==> src/tglpm_pkg.sv <==
package tglpm_pkg;

   // ==========================================================
   // Block layout
   localparam int         BLK_W     = 66;
   localparam int         PAY_W     = 64;
   localparam int         SH_LO     = 0;
   localparam int         SH_HI     = 1;
   localparam int         TYPE_LO   = 2;
   localparam int         TYPE_HI   = 9;
   localparam int         PAY_LO    = 2;
   localparam int         PAY_HI    = 65;

   typedef logic [BLK_W-1:0] tglpm_block_t;

   // Sync header as stored, bit 0 first on the wire
   localparam logic [1:0] SH_CTRL   = 2'b01;

   // ==========================================================
   // Control block types
   localparam logic [7:0] TYPE_IDLE   = 8'h1e;
   localparam logic [7:0] TYPE_FAULT  = 8'h55;
   localparam logic [7:0] TYPE_START0 = 8'h78;
   localparam logic [7:0] TYPE_STARTA = 8'h33;
   localparam logic [7:0] TYPE_STARTB = 8'h66;

   localparam logic [7:0]  FLT_D1       = 8'h00;
   localparam logic [7:0]  FLT_D2       = 8'h00;
   localparam logic [7:0]  FLT_D3       = 8'h01;
   localparam logic [3:0]  FLT_O        = 4'h0;
   localparam logic [55:0] IDLE_PAYLOAD = 56'h0;

   // D7..D5, O4, O1, D3..D1, type, header
   localparam tglpm_block_t FAULT_BLOCK = {FLT_D3, FLT_D2, FLT_D1, FLT_O, FLT_O,
                                           FLT_D3, FLT_D2, FLT_D1, TYPE_FAULT, SH_CTRL};
   localparam tglpm_block_t IDLE_BLOCK = {IDLE_PAYLOAD, TYPE_IDLE, SH_CTRL};

   // ==========================================================
   // Descrambler, x^58 + x^39 + 1
   localparam int         DSCR_W    = 58;
   localparam int         TAP_A     = 38;
   localparam int         TAP_B     = 57;

   // ==========================================================
   // Block lock
   localparam int         OFF_W     = 7;
   localparam logic [6:0] OFF_LAST  = 7'h41;
   localparam logic [6:0] SH_WIN    = 7'h40;
   localparam logic [4:0] INVLD_MAX = 5'h10;

   typedef enum logic {LK_HUNT, LK_LOCKED} tglpm_lock_e;

   // ==========================================================
   // Rate adaptation buffer
   localparam int         FIFO_AW      = 3;
   localparam int         FIFO_ENTRIES = 8;
   localparam int         CNT_W        = 4;
   localparam logic [3:0] HI_MARK      = 4'h6;

endpackage : tglpm_pkg

==> src/tglpm_fifo_mem.sv <==
`timescale 1ns/100ps

module tglpm_fifo_mem (
   input  wire logic                                ref_clk,
   input  wire logic                                reset_n,
   input  wire logic                                wr_en,
   input  wire logic [tglpm_pkg::FIFO_AW-1:0]       wr_addr,
   input  wire tglpm_pkg::tglpm_block_t             wr_data,
   input  wire logic [tglpm_pkg::FIFO_AW-1:0]       rd_addr,
   output tglpm_pkg::tglpm_block_t                  rd_data
);

   typedef struct packed {
      logic [tglpm_pkg::FIFO_ENTRIES-1:0][tglpm_pkg::BLK_W-1:0] mem;
      tglpm_pkg::tglpm_block_t                                  rdata;
   } tglpm_mem_s;

   tglpm_mem_s st_reg;
   tglpm_mem_s st_next;

   // ==========================================================
   // Write-through read so a block written now is readable next cycle
   always_comb begin
      st_next = st_reg;
      if (wr_en) begin
         st_next.mem[wr_addr] = wr_data;
      end
      if (wr_en && (wr_addr == rd_addr)) begin
         st_next.rdata = wr_data;
      end else begin
         st_next.rdata = st_reg.mem[rd_addr];
      end
   end

   always_ff @(posedge ref_clk) begin
      if (!reset_n) begin
         st_reg <= '0;
      end else begin
         st_reg <= st_next;
      end
   end

   assign rd_data = st_reg.rdata;

endmodule : tglpm_fifo_mem

==> src/tglpm_mapper.sv <==
// What this block does
// - Report input failure from recovered signal detect
// - Drive selected recovered clock as timing reference
// - Acquire 66-bit block lock by header hunting
// - Loss of block lock counts as input failure
// - Descramble payload, leave sync header untouched
// - Insert or delete idles to match gearbox rate
// - Replace failed or disabled input with fault blocks
// - Missing block at send time becomes fault block mid-frame, idle block between frames
// - Test pattern sends all-idle control blocks
// - Pattern mode switches only on block boundaries
// - Alternate blocks between the two gearbox lanes
// - Lane groups carry four 10G or one 40G
// - Mixes limited to twenty 10G within bandwidth
`timescale 1ns/100ps

module tglpm_mapper (
   input  wire logic                    ref_clk,
   input  wire logic                    reset_n,
   input  wire logic                    rx_signal_detect,
   input  wire logic                    rec_clk_tick,
   input  wire logic                    ref_select,
   input  wire logic                    input_enable,
   input  wire tglpm_pkg::tglpm_block_t rx_word,
   input  wire logic                    rx_word_valid,
   input  wire logic                    test_pattern_en,
   input  wire logic                    group_mode_40g,
   input  wire logic                    gbx_slot,
   output tglpm_pkg::tglpm_block_t      lane0_block,
   output logic                         lane0_valid,
   output tglpm_pkg::tglpm_block_t      lane1_block,
   output logic                         lane1_valid,
   output logic                         input_failed,
   output logic                         block_lock_out,
   output logic                         timing_ref_out
);

   // ==========================================================
   // State, one copy per instance so inputs never interact
   typedef struct packed {
      tglpm_pkg::tglpm_lock_e                 lock_st;
      logic                                   block_lock;
      logic [tglpm_pkg::OFF_W-1:0]            slip_off;
      logic                                   have_prev;
      tglpm_pkg::tglpm_block_t                prev_word;
      logic [tglpm_pkg::OFF_W-1:0]            sh_cnt;
      logic [4:0]                             invld_cnt;
      logic [tglpm_pkg::DSCR_W-1:0]           dscr;
      logic                                   failed;
      logic [tglpm_pkg::FIFO_AW-1:0]          wr_ptr;
      logic [tglpm_pkg::FIFO_AW-1:0]          rd_ptr;
      logic [tglpm_pkg::CNT_W-1:0]            count;
      logic                                   in_packet;
      logic                                   lane_sel;
      tglpm_pkg::tglpm_block_t                lane0_block;
      tglpm_pkg::tglpm_block_t                lane1_block;
      logic                                   lane0_valid;
      logic                                   lane1_valid;
      tglpm_pkg::tglpm_block_t                last_block;
      logic                                   timing_ref;
   } tglpm_state_s;

   tglpm_state_s            st_reg;
   tglpm_state_s            st_next;
   logic                    wr_en;
   logic                    rd_en;
   tglpm_pkg::tglpm_block_t wr_block;
   tglpm_pkg::tglpm_block_t rd_block;

   // ==========================================================
   // Helpers
   function automatic tglpm_pkg::tglpm_block_t align_block(
      input logic [2*tglpm_pkg::BLK_W-1:0] win,
      input logic [tglpm_pkg::OFF_W-1:0]   off);
      logic [2*tglpm_pkg::BLK_W-1:0] sh;
      sh = win >> off;
      return sh[tglpm_pkg::BLK_W-1:0];
   endfunction : align_block

   function automatic logic [tglpm_pkg::DSCR_W+tglpm_pkg::PAY_W-1:0] descramble(
      input logic [tglpm_pkg::PAY_W-1:0]  din,
      input logic [tglpm_pkg::DSCR_W-1:0] s_in);
      logic [tglpm_pkg::DSCR_W-1:0] s;
      logic [tglpm_pkg::PAY_W-1:0]  dout;
      s    = s_in;
      dout = '0;
      for (int i = 0; i < tglpm_pkg::PAY_W; i++) begin
         dout[i] = din[i] ^ s[tglpm_pkg::TAP_A] ^ s[tglpm_pkg::TAP_B];
         s       = {s[tglpm_pkg::DSCR_W-2:0], din[i]};
      end
      return {s, dout};
   endfunction : descramble

   function automatic logic is_ctrl(input tglpm_pkg::tglpm_block_t b);
      return b[tglpm_pkg::SH_HI:tglpm_pkg::SH_LO] == tglpm_pkg::SH_CTRL;
   endfunction : is_ctrl

   function automatic logic is_start(input tglpm_pkg::tglpm_block_t b);
      logic [7:0] t;
      t = b[tglpm_pkg::TYPE_HI:tglpm_pkg::TYPE_LO];
      return is_ctrl(b) && ((t == tglpm_pkg::TYPE_START0) ||
                            (t == tglpm_pkg::TYPE_STARTA) ||
                            (t == tglpm_pkg::TYPE_STARTB));
   endfunction : is_start

   // ==========================================================
   // Next state
   always_comb begin
      tglpm_pkg::tglpm_block_t                       aligned;
      logic                                          hdr_ok;
      logic [tglpm_pkg::DSCR_W+tglpm_pkg::PAY_W-1:0] dres;
      logic [tglpm_pkg::OFF_W-1:0]                   cnt_n;
      logic [4:0]                                    inv_n;
      logic                                          slip;
      logic                                          full;
      tglpm_pkg::tglpm_block_t                       out_blk;
      aligned = align_block({rx_word, st_reg.prev_word}, st_reg.slip_off);
      hdr_ok  = aligned[tglpm_pkg::SH_HI] ^ aligned[tglpm_pkg::SH_LO];
      dres    = descramble(aligned[tglpm_pkg::PAY_HI:tglpm_pkg::PAY_LO], st_reg.dscr);
      cnt_n   = st_reg.sh_cnt + tglpm_pkg::OFF_W'(1);
      inv_n   = st_reg.invld_cnt + 5'(!hdr_ok);
      slip    = 1'b0;
      full    = st_reg.count == tglpm_pkg::CNT_W'(tglpm_pkg::FIFO_ENTRIES);
      out_blk = tglpm_pkg::FAULT_BLOCK;
      st_next = st_reg;
      wr_en   = 1'b0;
      rd_en   = 1'b0;
      wr_block = {dres[tglpm_pkg::PAY_W-1:0], aligned[tglpm_pkg::SH_HI:tglpm_pkg::SH_LO]};

      st_next.failed      = !rx_signal_detect || !st_reg.block_lock || !input_enable;
      st_next.timing_ref  = ref_select && rec_clk_tick;
      st_next.lane0_valid = 1'b0;
      st_next.lane1_valid = 1'b0;

      // Header hunt and lock, one header test per received word
      if (rx_word_valid) begin
         st_next.prev_word = rx_word;
         st_next.have_prev = 1'b1;
         if (st_reg.have_prev) begin
            st_next.sh_cnt    = cnt_n;
            st_next.invld_cnt = inv_n;
            case (st_reg.lock_st)
               tglpm_pkg::LK_HUNT: begin
                  if (!hdr_ok) begin
                     slip = 1'b1;
                  end else if (cnt_n == tglpm_pkg::SH_WIN) begin
                     st_next.lock_st    = tglpm_pkg::LK_LOCKED;
                     st_next.block_lock = 1'b1;
                     st_next.sh_cnt     = '0;
                     st_next.invld_cnt  = '0;
                  end
               end
               tglpm_pkg::LK_LOCKED: begin
                  if (inv_n == tglpm_pkg::INVLD_MAX) begin
                     slip = 1'b1;
                  end else if (cnt_n == tglpm_pkg::SH_WIN) begin
                     st_next.sh_cnt    = '0;
                     st_next.invld_cnt = '0;
                  end
               end
               default: begin
                  slip = 1'b1;
               end
            endcase
            if (slip) begin
               st_next.lock_st    = tglpm_pkg::LK_HUNT;
               st_next.block_lock = 1'b0;
               st_next.sh_cnt     = '0;
               st_next.invld_cnt  = '0;
               st_next.slip_off   = (st_reg.slip_off == tglpm_pkg::OFF_LAST) ? '0 :
                                    st_reg.slip_off + tglpm_pkg::OFF_W'(1);
            end
            st_next.dscr = dres[tglpm_pkg::DSCR_W+tglpm_pkg::PAY_W-1:tglpm_pkg::PAY_W];
            // Idles are dropped only whole and only when the buffer runs high
            if (st_reg.block_lock && !st_reg.failed && hdr_ok && !full &&
                !((st_reg.count >= tglpm_pkg::HI_MARK) && (wr_block == tglpm_pkg::IDLE_BLOCK))) begin
               wr_en = 1'b1;
            end
         end
      end

      // One block per gearbox slot when not in 40G mode; slots pace the common clock rate
      if (gbx_slot && !group_mode_40g) begin
         rd_en = st_reg.count != '0;
         if (test_pattern_en) begin
            out_blk = tglpm_pkg::IDLE_BLOCK;
         end else if (st_reg.failed) begin
            out_blk = tglpm_pkg::FAULT_BLOCK;
         end else if (st_reg.count != '0) begin
            out_blk = rd_block;
         end else if (!st_reg.in_packet) begin
            out_blk = tglpm_pkg::IDLE_BLOCK;
         end else begin
            // Mid-frame underrun: idles may not be inserted here
            out_blk = tglpm_pkg::FAULT_BLOCK;
         end
         if (is_ctrl(out_blk)) begin
            st_next.in_packet = is_start(out_blk);
         end
         st_next.last_block = out_blk;
         if (st_reg.lane_sel) begin
            st_next.lane1_block = out_blk;
            st_next.lane1_valid = 1'b1;
         end else begin
            st_next.lane0_block = out_blk;
            st_next.lane0_valid = 1'b1;
         end
         st_next.lane_sel = !st_reg.lane_sel;
      end

      if (wr_en) begin
         st_next.wr_ptr = st_reg.wr_ptr + tglpm_pkg::FIFO_AW'(1);
      end
      if (rd_en) begin
         st_next.rd_ptr = st_reg.rd_ptr + tglpm_pkg::FIFO_AW'(1);
      end
      st_next.count = st_reg.count + tglpm_pkg::CNT_W'(wr_en) - tglpm_pkg::CNT_W'(rd_en);

      // A failed input flushes its buffer so stale frames never resume
      if (st_reg.failed) begin
         st_next.rd_ptr    = st_reg.wr_ptr;
         st_next.count     = '0;
         st_next.in_packet = 1'b0;
      end
   end

   always_ff @(posedge ref_clk) begin
      if (!reset_n) begin
         st_reg <= '0;
      end else begin
         st_reg <= st_next;
      end
   end

   // ==========================================================
   // Rate adaptation buffer; twenty 10G inputs fit the aggregate limit
   tglpm_fifo_mem u_fifo_mem (
      .ref_clk (ref_clk),
      .reset_n (reset_n),
      .wr_en   (wr_en),
      .wr_addr (st_reg.wr_ptr),
      .wr_data (wr_block),
      .rd_addr (st_next.rd_ptr),
      .rd_data (rd_block)
   );

   assign lane0_block    = st_reg.lane0_block;
   assign lane0_valid    = st_reg.lane0_valid;
   assign lane1_block    = st_reg.lane1_block;
   assign lane1_valid    = st_reg.lane1_valid;
   assign input_failed   = st_reg.failed;
   assign block_lock_out = st_reg.block_lock;
   assign timing_ref_out = st_reg.timing_ref;
endmodule : tglpm_mapper

==> config.mk <==
export PLATFORM = sky130hd
export DESIGN_NAME = tglpm_mapper
export DESIGN_NICKNAME = d
export VERILOG_FILES = /design/src/tglpm_pkg.sv /design/src/tglpm_fifo_mem.sv /design/src/tglpm_mapper.sv
export SDC_FILE = /design/constraint.sdc
export NUM_CORES = 2
export LEC_CHECK = 0
export BUFFER_PORTS_ARGS = -buffer_cell sky130_fd_sc_hd__buf_2
export CAP_MARGIN = 20
export CORE_ASPECT_RATIO = 1.75
export CORE_MARGIN = 1
export CORE_UTILIZATION = 55
export CTS_CLUSTER_SIZE = 25
export DETAILED_ROUTE_END_ITERATION = 16
export HOLD_SLACK_MARGIN = 0.03
export PLACE_DENSITY = 0.75
export SKIP_CTS_REPAIR_TIMING = 1
export SLEW_MARGIN = 20
export SYNTH_ARGS = -nofsm -noshare
export SYNTH_HDL_FRONTEND = slang
export SYNTH_SLANG_ARGS = --single-unit
==> constraint.sdc <==
create_clock -name ref_clk -period 5.6 [get_ports ref_clk]
set_input_delay 0.28 -clock ref_clk [delete_from_list [all_inputs] [get_ports ref_clk]]
set_output_delay 0.28 -clock ref_clk [all_outputs]
set_load 0.1 [all_outputs]
==> metrics.md, run 1 <==
| Metric | Value |
|---|---|
| I/O Buffers | 212 |
| Die Y | 397.8 um |
| # clock sinks | 888 |
| Status | stopped before the end |
| Max Root-Sink Buffers | 3 |
| Global-route wire length before repair | 397800 um |
| H-tree depth | 3 |
| Syn Area/Cell | 9.704 um^2 |
| Synth Instances | 5074 |
| Synth top area share | 0.3610 |
| Cell Rows | 144 |
| I/O pin count | 213 |
| Pre-CTS setup slack | -272.9 ps |
| #FFs+latches synth | 888 |
| All-Layer GR Usage | 0.6074 |
| Failing step | 5_1_grt |
| Yosys top cell by area | dfxtp_1 |
| Total grt overflow | 2 |
| GP Congestion | 1.188 |
| Die Width | 228.2 um |
| Post-synth ARST share | 0 |
| Sequential element share of the synthesized area | 0.3610 |
| Number of global-route vias before repair | 53300 |
| Post-synth EDFFs | 0 |
| Mapped Nets | 5166 |
| Synth top area cells | dfxtp_1 36%, mux2i_1 17%, mux4_2 11% |
| YS warnings | 0 |
| Top_reg_cell synth | dfxtp_1 |
| Synth Cell Area | 49240 um^2 |
| Error msg | [ERROR GRT-0116] Global routing finished with congestion. Check the congestion regions in the DRC Viewer. |
| Initial Util | 0.5577 |
| Root buffer cell | clkbuf_16 |
| CTS Buf Count | 78 |
| Largest net degree at the start of global routing | 207 |
| HPWL after detailed placement | 183500 um |
| Unique masters post-synth | 91 |
## stage by stage
stage | cells | utilization | instance area (um^2) | setup TNS [ps]
after global placement | 6733 | 0.6390 | 56420 | -17300
after detailed placement | 6734 | 0.6391 | 56420 | -5975
after floorplan | 5074 | - | 49240 | 0
after CTS | 6875 | 0.6698 | 59130 | -8320
## logic make-up after synthesis
kind of cell / after synthesis / synth area share
XOR/XNOR: 118 / 0.02157
buffers and inverters: 592 / 0.06203
AND/OR/NAND/NOR: 1550 / 0.1372
adder cells (fa/ha/maj): 16 / 0.004218
flip-flops: 888 / 0.3610
multiplexers: 1210 / 0.3102
AO/OA/AOI/OAI: 700 / 0.1037
## synth_stat cells, drive strengths merged (15+ instances only)
cell type and instances:
a211oi 49, a21o 17, a21oi 144, a222oi 20, a22o 84, a22oi 42
a31oi 18, a32oi 21, and2 31, and3 34, buf 309, clkbuf 256
dfxtp 888, ha 15, inv 26, mux2 149, mux2i 823, mux4 238
nand2 864, nand2b 29, nand3 118, nand4 20, nor2 278, nor2b 18
nor3 42, nor4 25, o211ai 24, o21ai 67, o221ai 19, o22ai 35
o32ai 18, or2 26, or3 24, xnor2 78, xor2 38
## routing by layer
layer / track usage / GRT overflow
met2: 0.9141 / 1
met4: 0.7411 / 1
met5: 0.01695 / 0
met1: 0.5494 / 0
met3: 0.2941 / 0
==> inputs of run 2 (changes only) <==
CORE_ASPECT_RATIO = not set   (was 1.75)
CORE_UTILIZATION = 40   (was 55)
CTS_CLUSTER_SIZE = not set   (was 25)
HOLD_SLACK_MARGIN = not set   (was 0.03)
PLACE_DENSITY = not set   (was 0.75)
PLACE_DENSITY_LB_ADDON = 0.15   (was not set)
clock period = 7.3 ns   (was 5.6 ns; I/O delays follow)
==> run 2 against run 1 <==
Net effect: the flow now finishes, with violations (negative hold slack); area after synthesis stayed put; synthesized cell count stayed put.
==> metrics.md, run 2 <==
| Metric | Value |
|---|---|
| All-Layer GR Usage | 0.3031 |
| Crit path max fanout | 65 |
| Mux cell area share after synthesis | 0.3102 (unchanged) |
| Post-synth ARST share | 0 (unchanged) |
| #FFs+latches synth | 888 (unchanged) |
| Cell Rows | 128 (was 144) |
| DRC | 0 |
| Top_reg_cell synth | dfxtp_1 (unchanged) |
| Max rail drop VDD | 196.2 uV |
| Largest family of logic cells by synthesized area | multiplexers (unchanged) |
| Die Y | 352.9 um (was 397.8 um) |
| Post-Synth Simple-Gate Area | 0.1372 (unchanged) |
| Max Root-Sink Buffers | 3 (unchanged) |
| Die Width | 352.9 um (was 228.2 um) |
| End of the worst hold path | st_reg[326] |
| Hold path start | rx_word[42] |
| Worst-path clk slew | 60 ps |
| Vias | 41090 |
| Commonest cells post-synth | 888 x dfxtp_1, 864 x nand2_1, 823 x mux2i_1 (unchanged) |
| Post-synth EDFFs | 0 (unchanged) |
| Tmin final | 6750 ps |
| Most frequent cells in the layout | 882 x dfxtp_1, 863 x nand2_1, 822 x mux2i_1, 271 x nor2_1, 238 x mux4_2 |
| Final period util | 0.9246 |
| HPWL after detailed placement | 138800 um (was 183500 um) |
| Post-Synth Adder-Cell Area | 0.004218 (unchanged) |
| Synth Cell Area | 49240 um^2 (unchanged) |
| Area Overhead vs Synth | 11.59% |
| Max_cap viols | 0 |
| Max reg flops | 528 |
| Crit path max-delay family | simple AND/OR/NAND/NOR gates |
| H-tree depth | 3 (unchanged) |
| Tightest Pin Transition | 1264 ps |
| Max frequency | 148.2 MHz |
| Compound-Gate Fraction of Synth Area | 0.1037 (unchanged) |
| Die ar. | 124500 um^2 |
| DRT Wirelength | 194900 um |
| Largest net degree at the start of global routing | 153 |
| CTS tree | yes |
| Crit-path cells | buf_12 > mux2i_1 > a222oi_1 > nand2_1 > a211oi_1 > nand4_1 > xnor2_1 > nand2b_1 > nor4_1 > nand4_1 > nor4_4 > nor2_1 > inv_1 > ha_1 > inv_1 > ha_1 > a21o_1 > a21oi_1 > xnor2_1 > nor2_1 |
| Critical path's slowest cell | a222oi_1 |
| Sequential element share of the synthesized area | 0.3610 (unchanged) |
| Status | finished, violations left (was stopped before the end) |
| Via density | 6.102 |
| Setup TNS | 0 ps |
| Layout cell share with drive strength beyond 1 | 0.1939 |
| Reg-to-Reg Start | st_reg[352] |
| Leak | 19.15 nW |
| Clock Skew | 49.92 ps |
| FF-to-FF path depth | 20 |
| Global-route wire length before repair | 281700 um |
| HP Class | input port to flop |
| Final nets | 5124 |
| Number of global-route vias before repair | 39410 |
| Post-DR wirelength/cell | 28.94 um |
| Most numerous cell in the Yosys netlist | dfxtp_1 (unchanged) |
| Syn Area/Cell | 9.704 um^2 (unchanged) |
| Post-synthesis xor/xnor area fraction | 0.02157 (unchanged) |
| 1st-pass router iterations | 7 |
| Final Max Slew Viols | 0 |
| # clock sinks | 888 (unchanged) |
| Hold-critical path depth | 3 |
| Routed Antenna Nets | 0 |
| Worst EP required | 7910 ps |
| Starting DRT DRC Count | 4444 |
| WHS | -33.81 ps |
| Setup Crit Path Kind | flop to flop |
| Critical path arrival | 7360 ps |
| Reg2reg setup slack | 550 ps |
| Final hold vios | 4 |
| PnR Total Power | 0.01175 W |
| Initial Util | 0.4040 (was 0.5577) |
| Synth Instances | 5074 (unchanged) |
| Unique masters post-synth | 91 (unchanged) |
| Root buffer cell | clkbuf_16 (unchanged) |
| Initial antenna violation count | 4 |
| Core ar. | 121900 um^2 |
| I/O Buffers | 212 (unchanged) |
| Setup crit end kind | flop |
| GP Congestion | 1.077 (was 1.188) |
| Failing checks | negative hold slack |
| RSZ-0062 raised after global routing | false |
| Yosys top cell by area | dfxtp_1 (unchanged) |
| Synth top area share | 0.3610 (unchanged) |
| I/O pin count | 213 (unchanged) |
| Reg-to-Reg End | st_reg[206] |
| Commonest non-fill, non-tap cell in the layout | dfxtp_1 |
| YS warnings | 0 (unchanged) |
| CTS Buf Count | 99 (was 78) |
| Worst Path Buf+Inv | 3 |
| Pwr dens | 213.8 nW/um^2 |
| Total grt overflow | 0 |
| Mapped Nets | 5166 (unchanged) |
| CP max stage delay | 910 ps |
| Setup Viol. Count Final | 0 |
| Worst-Skew Late Latency | 740 ps |
| Slew HR | 0.1574 |
| Critical path launch point type | flop |
| Synth top area cells | dfxtp_1 36%, mux2i_1 17%, mux4_2 11% (unchanged) |
[run 2: cell counts after synthesis]
Identical to the previous run, type by type.
[run 2: worst max path at each step]
stage                      from     endpoint  slack [ps]  cells past startpoint
floorplan           st_reg[351]  st_reg[205]        1790                     19
global placement    st_reg[352]  st_reg[206]         620                     20
detailed placement  st_reg[352]  st_reg[206]         780                     20
CTS                 st_reg[352]  st_reg[206]         720                     20
global route        st_reg[352]  st_reg[206]         280                     20
finish              st_reg[352]  st_reg[206]         550                     20
[run 2: worst register-to-register path, delay by kind of cell, from the launching register on]
kind / cells / cell delay, ps
flops: 1 / 780
fa+ha+maj: 2 / 420
xor+xnor: 2 / 860
buf+inv: 3 / 560
compound gates: 4 / 1570
simple gates: 8 / 2130
mux: 1 / 310
[run 2: per-layer routing]
metal / global-route usage / wire length (um) / vias to the layer above
li1: - / - / 18210
met4: 0.1625 / 11920 / 8
met2: 0.4639 / 85500 / 2056
met5: 0 / 72 / -
met3: 0.06527 / 15470 / 585
met1: 0.3990 / 81930 / 20230
[run 2: final cells by class]
type	count	area [um^2]
fillers	11600	66930
repair buffers	422	3105
inverters	27	111.4
diodes	3	7.507
clock buffers	145	2922
multi-input cells	3594	28590
flip-flops and latches	888	17790
clock inverters	30	392.9
well taps	1625	2033
[run 2: metrics by stage]
step	setup WS, ps	instances	hold WS [ps]	utilization	instance area (um^2)
6_report	550.2	6734	-33.81	0.4508	54950
5_1_grt	284.3	6731	0.6045	0.4508	54940
4_1_cts	722.6	6682	-201.0	0.4468	54450
3_5_place_dp	778.4	6507	441.4	0.4196	51140
3_3_place_gp	619.1	6506	435.6	0.4193	51110
2_1_floorplan	1793	5074	426.3	-	49240
[run 2: logic make-up after synthesis]
group,Yosys count
simple gates,1550
mux,1210
flops,888
compound gates,700
buf+inv,592
xor+xnor,118
fa+ha+maj,16
[run 2: report_power, final]
group	switching, W	total, W	internal, W
combinational	0.00118	0.00168	0.000504
sequential	0.0000713	0.00496	0.00489
clock	0.00212	0.00510	0.00299
total	0.00337	0.0117	0.00838
Note: power is estimated with default switching activity, not from simulation.
